$ cat src/include/rww_consts.vh
`ifndef RWW_CONSTS_VH
`define RWW_CONSTS_VH
// ****************************************
// timing of the reset supervisor
// ****************************************
// oscillator rate in kHz, reset filter time and release delays in us
`define RWW_CLK_KHZ 200000
`define RWW_FILTER_US 10
`define RWW_FILTER_CYC ((`RWW_FILTER_US * `RWW_CLK_KHZ) / 1000)
`define RWW_DELAY_LONG_US 200
`define RWW_DELAY_LONG_CYC ((`RWW_DELAY_LONG_US * `RWW_CLK_KHZ) / 1000)
`define RWW_DELAY_SHORT_US 10
`define RWW_DELAY_SHORT_CYC ((`RWW_DELAY_SHORT_US * `RWW_CLK_KHZ) / 1000)
// ****************************************
// watchdog timing
// ****************************************
// long open window in us
`define RWW_LOW_US 200
`define RWW_LOW_CYC ((`RWW_LOW_US * `RWW_CLK_KHZ) / 1000)
// half period unit: half period = (code + 1) * unit cycles
`define RWW_HALF_UNIT_CYC 1000
`define RWW_PERIOD_W 4
// ****************************************
// configuration reset values
// ****************************************
`define RWW_PERIOD_RST 4'h0
`endif

$ cat src/hw/rww_supervisor.v
// Operation
// - reset from three sources combined
// - internal undervoltage clears fail flag and settings
// - filtered regulator undervoltage drives reset, delayed release
// - release delay long by default, bit shortens
// - any reset forces standby, all outputs off
// - long open window after reset release
// - period field write is a trigger
// - trigger taken at chip select rise
// - correct trigger opens closed half period
// - open half period follows closed window
// - service in open window restarts closed window
// - trigger in closed window causes reset
// - failure flag set, cleared by SPI access
// - failure forces standby mode
// - low power keeps watchdog when requested
// - stop mode disables watchdog only below current
`timescale 1ns/1ps
`include "rww_consts.vh"

module rww_supervisor #(
  parameter FILTER_CYC = `RWW_FILTER_CYC,
  parameter DELAY_LONG_CYC = `RWW_DELAY_LONG_CYC,
  parameter DELAY_SHORT_CYC = `RWW_DELAY_SHORT_CYC,
  parameter LOW_CYC = `RWW_LOW_CYC,
  parameter HALF_UNIT_CYC = `RWW_HALF_UNIT_CYC,
  parameter PERIOD_W = `RWW_PERIOD_W
) (
  // clock and reset
  input wire sys_clk,
  input wire nrst,
  // analog comparators, asynchronous
  input wire internal_supply_undervoltage,
  input wire regulator_output_undervoltage,
  input wire wd_current_below_threshold,
  // decoded spi word, same clock domain
  input wire spi_access,
  input wire spi_cs_rise,
  input wire spi_period_write,
  input wire [PERIOD_W-1:0] spi_period,
  input wire spi_short_delay_write,
  input wire spi_short_delay,
  input wire spi_wd_lowpower_write,
  input wire spi_wd_lowpower,
  // requested operating mode, same clock domain
  input wire stop_low_power_mode,
  input wire low_power_mode,
  // outputs to pins and mode logic
  output reg reset_n,
  output reg standby_operating_mode,
  output reg low_side_switch_off,
  output reg supply_output_off,
  output reg led_high_side_output_off,
  // spi status
  output reg internal_supply_fail_flag,
  output reg wd_reset_flag,
  output reg wd_running,
  output reg [PERIOD_W-1:0] wd_period,
  output reg short_delay,
  output reg wd_lowpower_enable,
  output reg [1:0] wd_state
);

  // ****************************************
  // states and widths
  // ****************************************
  // counter wide enough for the longest delay or window at the default rate
  localparam CW = 24;
  // hold covers both the reset itself and the release delay
  localparam [1:0] ST_HOLD = 2'h0;
  localparam [1:0] ST_LONG = 2'h1;
  localparam [1:0] ST_CLOSED = 2'h2;
  localparam [1:0] ST_OPEN = 2'h3;

  // half window length in cycles for a period code
  function [CW-1:0] half_len;
    input [PERIOD_W-1:0] code;
    begin
      half_len = (({{(CW-PERIOD_W){1'b0}}, code}) + {{(CW-1){1'b0}}, 1'b1}) *
        HALF_UNIT_CYC[CW-1:0];
    end
  endfunction

  // true on the last cycle of a span of len cycles counted from zero;
  // shared by the delay and all three windows so their end points agree
  function reached;
    input [CW-1:0] count;
    input [CW-1:0] len;
    begin
      reached = (count + {{(CW-1){1'b0}}, 1'b1}) >= len;
    end
  endfunction

  // ****************************************
  // input synchronisers
  // ****************************************
  localparam NS = 3;
  // undervoltage stages start asserted so the release delay runs only once
  // the comparators have really been seen low after power-up
  localparam [NS-1:0] SYNC_RST = 3'h3;
  wire [NS-1:0] async_in = {wd_current_below_threshold, regulator_output_undervoltage,
    internal_supply_undervoltage};
  wire [NS-1:0] synced;
  wire iuv = synced[0];
  wire ruv = synced[1];
  wire cur_low = synced[2];

  // two flops per comparator, first stage read only by the second
  genvar gi;
  generate
    for (gi = 0; gi < NS; gi = gi + 1) begin : g_sync
      reg meta;
      reg stage;
      always @(posedge sys_clk or negedge nrst) begin
        if (!nrst) begin
          meta <= SYNC_RST[gi];
          stage <= SYNC_RST[gi];
        end else begin
          meta <= async_in[gi];
          stage <= meta;
        end
      end
      assign synced[gi] = stage;
    end
  endgenerate

  // ****************************************
  // regulator undervoltage filter
  // ****************************************
  reg [CW-1:0] filt_cnt;
  reg ruv_filtered;

  // brief dips shorter than the filter time are ignored; the filtered level
  // starts high so the delay never begins before the first clean samples, and
  // a single low sample clears it at once because release must not wait
  always @(posedge sys_clk or negedge nrst) begin
    if (!nrst) begin
      filt_cnt <= {CW{1'b0}};
      ruv_filtered <= 1'b1;
    end else if (!ruv) begin
      filt_cnt <= {CW{1'b0}};
      ruv_filtered <= 1'b0;
    end else if (filt_cnt >= FILTER_CYC[CW-1:0]) begin
      ruv_filtered <= 1'b1;
    end else begin
      filt_cnt <= filt_cnt + {{(CW-1){1'b0}}, 1'b1};
    end
  end

  // ****************************************
  // configuration bits
  // ****************************************
  // settings are wiped by internal undervoltage only
  // a watchdog or regulator reset leaves them alone, so the controller need
  // not rewrite its period after every restart
  always @(posedge sys_clk or negedge nrst) begin
    if (!nrst) begin
      wd_period <= `RWW_PERIOD_RST;
      short_delay <= 1'b0;
      wd_lowpower_enable <= 1'b0;
    end else if (iuv) begin
      wd_period <= `RWW_PERIOD_RST;
      short_delay <= 1'b0;
      wd_lowpower_enable <= 1'b0;
    end else begin
      if (spi_period_write)
        wd_period <= spi_period;
      if (spi_short_delay_write)
        short_delay <= spi_short_delay;
      if (spi_wd_lowpower_write)
        wd_lowpower_enable <= spi_wd_lowpower;
    end
  end

  // ****************************************
  // internal supply fail bit
  // ****************************************
  // cleared by internal undervoltage and kept low until the controller has
  // made an spi access, so a supply loss is still visible after the controller
  // restarts; undervoltage wins over a simultaneous access
  always @(posedge sys_clk or negedge nrst) begin
    if (!nrst) begin
      internal_supply_fail_flag <= 1'b0;
    end else if (iuv) begin
      internal_supply_fail_flag <= 1'b0;
    end else if (spi_access) begin
      internal_supply_fail_flag <= 1'b1;
    end
  end

  // ****************************************
  // watchdog enable in low power
  // ****************************************
  // stop mode may gate the watchdog only on low current; sleep mode gates it
  // unless the controller asked to keep it, and a gated watchdog restarts
  // its current window from zero when the gate opens again
  wire wd_gated = low_power_mode & ~wd_lowpower_enable &
    (~stop_low_power_mode | cur_low);

  // trigger is the period write, taken at the chip select rise; a word that
  // is cut short never raises the strobe and so never counts as a service
  wire trigger = spi_period_write & spi_cs_rise;

  // ****************************************
  // reset release and watchdog windows
  // ****************************************
  reg [CW-1:0] cnt;
  reg wd_fail;
  // wd_fail is a one-cycle pulse; it keeps reset_src high for the cycle in
  // which the flag is loaded, so standby never misses a failure
  wire reset_src = iuv | ruv_filtered | wd_fail;
  // the delay follows the short bit live, so a write during the delay counts
  wire [CW-1:0] delay_len = short_delay ? DELAY_SHORT_CYC[CW-1:0] :
    DELAY_LONG_CYC[CW-1:0];
  wire [CW-1:0] one = {{(CW-1){1'b0}}, 1'b1};

  // one counter serves the release delay and every window
  always @(posedge sys_clk or negedge nrst) begin
    if (!nrst) begin
      wd_state <= ST_HOLD;
      cnt <= {CW{1'b0}};
      reset_n <= 1'b0;
      wd_fail <= 1'b0;
    end else begin
      wd_fail <= 1'b0;
      case (wd_state)
        // reset low; the delay restarts whenever a source comes back
        ST_HOLD: begin
          reset_n <= 1'b0;
          if (iuv | ruv_filtered) begin
            cnt <= {CW{1'b0}};
          end else if (reached(cnt, delay_len)) begin
            reset_n <= 1'b1;
            cnt <= {CW{1'b0}};
            wd_state <= ST_LONG;
          end else begin
            cnt <= cnt + one;
          end
        end
        // long open window: any trigger is welcome, silence is a failure
        ST_LONG: begin
          if (reset_src) begin
            wd_state <= ST_HOLD;
            reset_n <= 1'b0;
            cnt <= {CW{1'b0}};
          end else if (trigger) begin
            wd_state <= ST_CLOSED;
            cnt <= {CW{1'b0}};
          end else if (wd_gated) begin
            cnt <= {CW{1'b0}};
          end else if (reached(cnt, LOW_CYC[CW-1:0])) begin
            wd_fail <= 1'b1;
            reset_n <= 1'b0;
            wd_state <= ST_HOLD;
            cnt <= {CW{1'b0}};
          end else begin
            cnt <= cnt + one;
          end
        end
        // closed window: a trigger here is too early
        ST_CLOSED: begin
          if (reset_src) begin
            wd_state <= ST_HOLD;
            reset_n <= 1'b0;
            cnt <= {CW{1'b0}};
          end else if (trigger & ~wd_gated) begin
            wd_fail <= 1'b1;
            reset_n <= 1'b0;
            wd_state <= ST_HOLD;
            cnt <= {CW{1'b0}};
          end else if (wd_gated) begin
            cnt <= {CW{1'b0}};
          end else if (reached(cnt, half_len(wd_period))) begin
            wd_state <= ST_OPEN;
            cnt <= {CW{1'b0}};
          end else begin
            cnt <= cnt + one;
          end
        end
        // open window: a trigger starts the next closed window
        ST_OPEN: begin
          if (reset_src) begin
            wd_state <= ST_HOLD;
            reset_n <= 1'b0;
            cnt <= {CW{1'b0}};
          end else if (trigger) begin
            wd_state <= ST_CLOSED;
            cnt <= {CW{1'b0}};
          end else if (wd_gated) begin
            cnt <= {CW{1'b0}};
          end else if (reached(cnt, half_len(wd_period))) begin
            wd_fail <= 1'b1;
            reset_n <= 1'b0;
            wd_state <= ST_HOLD;
            cnt <= {CW{1'b0}};
          end else begin
            cnt <= cnt + one;
          end
        end
        default: begin
          wd_state <= ST_HOLD;
          cnt <= {CW{1'b0}};
          reset_n <= 1'b0;
        end
      endcase
    end
  end

  // ****************************************
  // status flag and forced standby
  // ****************************************
  // set wins over the spi clear so no failure is lost
  // internal undervoltage wipes it together with the other settings
  always @(posedge sys_clk or negedge nrst) begin
    if (!nrst) begin
      wd_reset_flag <= 1'b0;
    end else if (wd_fail) begin
      wd_reset_flag <= 1'b1;
    end else if (spi_access | iuv) begin
      wd_reset_flag <= 1'b0;
    end
  end

  // the release delay keeps everything off as well, so no load comes on
  // before the controller has left reset
  wire force_off = reset_src | (wd_state == ST_HOLD);

  // outputs held off while any reset source or the delay is active
  always @(posedge sys_clk or negedge nrst) begin
    if (!nrst) begin
      standby_operating_mode <= 1'b1;
      low_side_switch_off <= 1'b1;
      supply_output_off <= 1'b1;
      led_high_side_output_off <= 1'b1;
      wd_running <= 1'b0;
    end else begin
      standby_operating_mode <= force_off | wd_fail;
      low_side_switch_off <= force_off;
      supply_output_off <= force_off;
      led_high_side_output_off <= force_off;
      // running means counting; a gated watchdog reads as stopped
      wd_running <= (wd_state != ST_HOLD) & ~wd_gated;
    end
  end

endmodule // rww_supervisor

$ cat config.mk
export PLATFORM = sky130hd
export DESIGN_NAME = rww_supervisor
export DESIGN_NICKNAME = d
export VERILOG_FILES = /design/src/hw/rww_supervisor.v
export VERILOG_INCLUDE_DIRS = /design/src /design/src/include
export SDC_FILE = /design/constraint.sdc
export NUM_CORES = 1
export LEC_CHECK = 0
export BUFFER_PORTS_ARGS = -buffer_cell sky130_fd_sc_hd__buf_2
export CORE_UTILIZATION = 61
export DETAILED_ROUTE_END_ITERATION = 8
export PLACE_DENSITY = 0.79
export SLEW_MARGIN = 25
export SYNTH_ARGS = -nofsm -noshare
export SYNTH_HDL_FRONTEND = slang
export SYNTH_SLANG_ARGS = --single-unit
$ cat constraint.sdc
create_clock -name sys_clk -period 7.73 [get_ports sys_clk]
set_input_delay 0.3865 -clock sys_clk [delete_from_list [all_inputs] [get_ports sys_clk]]
set_output_delay 0.3865 -clock sys_clk [all_outputs]
set_load 0.005 [all_outputs]
==> impl_results.md <==
* Status: complete, no violations
* Chip Width at 87.9 µm
* Die height at 87.9 µm
* Final Max Slew Viols at 0
* Yosys cell types at 55
* First-pass GRT wire length at 15500 µm
* Synth Register Bits at 70
* Post-synth top flop: dfrtp_1
* Total negative slack at 0 ps
* Layout Cells excl Fill at 599
* Initial antenna violation count at 0
* Post-CTS setup buffers at 0
* Design area at 0.00497 mm²
* CP arrival at 7030 ps
* Highest Clock Rate at 147 MHz
* Gr ovfl total at 0
* CP startpoint kind: register
* Synth warn at 0
* RD Place Congestion at 0.882
* 1st-iter DRT viols at 137
* Synthesized area at 0.00450 mm²
* Critical Path Sink Type: register
* Final nets at 572
* Post-synth EDFFs at 0
* Register area at 0.00176 mm²
* Reg power frac at 0.441
* Async SR Flop Fraction at 1.00
* Largest net degree at the start of global routing at 71
* PwrDens at 179 mW/mm²
* Filler cells at 529
* Gr usage total at 0.263
* Cell Rows at 30
* Final core occ at 0.715
* Count of hold buffers inserted by post-cts repair at 0
* Worst Clk Skew at 8.05 ps
* Actual slew at the worst max-slew pin at 857 ps
* Pint at 620 µW
* Clock root cell: clkbuf_8
* Fraction of layout cells with a size suffix above 1 at 0.129
* Commonest non-fill, non-tap cell in the layout: dfrtp_1
* CTS Sinks at 70
* CTS resizes at 0
* Cells after DPL at 583
* DIE AREA at 0.00772 mm²
* Final hold violation count at 0
* Post-placement cell area at 0.00476 mm²
* Power share of the combinational group at 0.226
* Required @ worst endpoint at 7950 ps
* Final worst-path cycle share at 0.882
* PortBufs at 33
* Most frequent cells in the layout: 63 x dfrtp_1, 46 x ha_1, 45 x inv_1, 41 x nor2_1, 33 x buf_2
* Clk Latency, worst-skew pair at 350 ps
* H-Tree Depth at 3
* Clock transition at the registers of the reported paths at 80 ps
* Initial core utilization at 0.648
* HPWL after DPL at 6930 µm
* Clock group share of total power at 0.333
* Sw Pwr at 270 µW
* Total CTS buffers at 9
* Unrepaired setup endpoints after global routing: false
* DRC at 0
* Worst hold slack at 127 ps
* Synthesized instance count at 458
* Min-delay worst type: in2reg
* Setup violators final at 0
* Routed wire length at 8910 µm
* Peak VDD IR at 124 µV
* Slew HR at 0.429
* CTS tree: yes
* Routed Antenna Nets at 0
* Area delta synth->final at 10.4%
* Vias at 3357
* Max-cap violations at 0
* Mean Syn Cell Area at 9.82 µm²
* Max clock buf depth at 2
* Switching Fraction at 0.303
* Core ar. at 0.00694 mm²
* Crit Path Max Fanout at 10
* Worst Path Class, Setup: reg2reg
* Number of I/O pins at 34
* Sequential area share after synthesis at 0.391
* Antenna fix cells at 0
* Leakage at 0.00246 µW
* Fin crit period at 6820 ps
* First-pass detailed-route iteration total at 5
* Number of global-route vias before repair at 3339
* Vias per cell at 5.60
* Routed wire per std cell at 14.9 µm
* Multi-input gate area at 0.00254 mm²
-- cells in the mapped netlist, types with 2 or more instances --
library cell,count,area [µm²]
dfrtp_1,63,1580
ha_1,46,576
inv_1,45,169
nor2_1,41,154
nand2_1,26,97.6
xnor2_1,26,228
and2_1,23,144
a21oi_1,14,70.1
nand3_1,14,70.1
nor3_1,13,65.1
nand4_1,12,75.1
xor2_1,12,105
fa_1,10,200
o21ai_0,10,50.1
mux2i_1,8,80.1
a21boi_0,7,52.6
clkbuf_1,7,26.3
dfstp_2,7,184
nor4_1,7,43.8
nand2b_1,5,31.3
o21a_1,5,37.5
and3_1,4,25.0
o21bai_1,4,30.0
a211o_1,3,26.3
a21o_1,3,22.5
buf_2,3,15.0
or3_1,3,18.8
a311oi_1,2,17.5
a31oi_1,2,12.5
buf_4,2,15.0
nor2b_1,2,12.5
o2111ai_1,2,17.5
o211ai_1,2,15.0
o31ai_1,2,15.0
o41ai_1,2,17.5
or4_1,2,15.0
-- registers in the layout, summed over array words and instances (netlist names), 2 cells and up --
signal        flops
filt_cnt         24
g_sync.meta       3
wd_period         4
wd_state          2
g_sync.stage      2
cnt              24
-- power by group through the flow --
stage	sequential (µW)	combinational (µW)	clock, µW
2_1_floorplan	394	153	0
3_3_place_gp	399	193	0
3_5_place_dp	399	201	0
4_1_cts	392	203	302
5_1_grt	395	233	322
6_report	392	201	296
-- cell families (layout without fill, tap and decap cells) --
family,count (synthesis),after routing,share of synthesized area
other,1,8,0.000833
adders and majority gates,56,56,0.172
DFF,70,70,0.391
and+or+nand+nor,160,160,0.186
muxes,8,8,0.0178
xor gates and xnor gates,38,38,0.0740
buffers and inverters,57,95,0.0501
AOI/OAI and AO/OA,68,68,0.108
-- worst max-delay path, cell delays in order, from the launching register on --
cell	delay (ps)
dfrtp_1	570
ha_1	240
xor2_1	440
fa_1	600
fa_1	540
inv_1	50
fa_1	490
inv_1	40
ha_1	280
inv_1	100
nor2_1	70
nor2_1	160
o21bai_1	90
a21oi_1	210
o21bai_1	80
a21oi_1	170
xnor2_1	80
ha_1	320
o211ai_1	110
or4b_2	610
o41ai_1	360
a21oi_1	100
o21ai_0	440
a21oi_4	150
a21boi_4	300
nor2_1	80
-- metal layers --
layer,vias to the layer above,routed length (µm),global-route usage
li1,1644,-,-
met1,1608,4030,0.339
met2,89,4300,0.441
met3,16,397,0.0584
met4,0,177,0.0864
met5,-,0,0
-- layout make-up --
cell class                 count  area share
multi-input combinational    338       0.511
sequential                    70       0.354
timing repair buffer          34      0.0348
inverter                      45      0.0340
clock buffer                   9      0.0249
tap                           96      0.0242
clock inverter                 7      0.0161
-- worst paths after layout --
path                                               start                       end  slack [ps]  depth (start not counted)
max in group asynchronous                           nrst   short_delay$_DFFE_PN0P_        6950                          2
min                        regulator_output_undervoltage  g_sync[1].meta$_DFF_PN1_         130                          1
min reg2reg                     g_sync[2].meta$_DFF_PN0_         cur_low$_DFF_PN0_         360                          0
max reg2reg                     wd_period[0]$_DFFE_PN0P_         cnt[11]$_DFF_PN0_         910                         25
min in group asynchronous                           nrst   filt_cnt[9]$_DFFE_PN0P_         220                          2
max                             wd_period[0]$_DFFE_PN0P_         cnt[11]$_DFF_PN0_         910                         25
-- stage by stage --
stage	setup slack (ps)	power [µW]
2_1_floorplan	1480	547
3_3_place_gp	1170	592
3_5_place_dp	895	601
4_1_cts	881	897
5_1_grt	349	949
6_report	914	890
No activity file was read; power rests on OpenSTA's default activity.
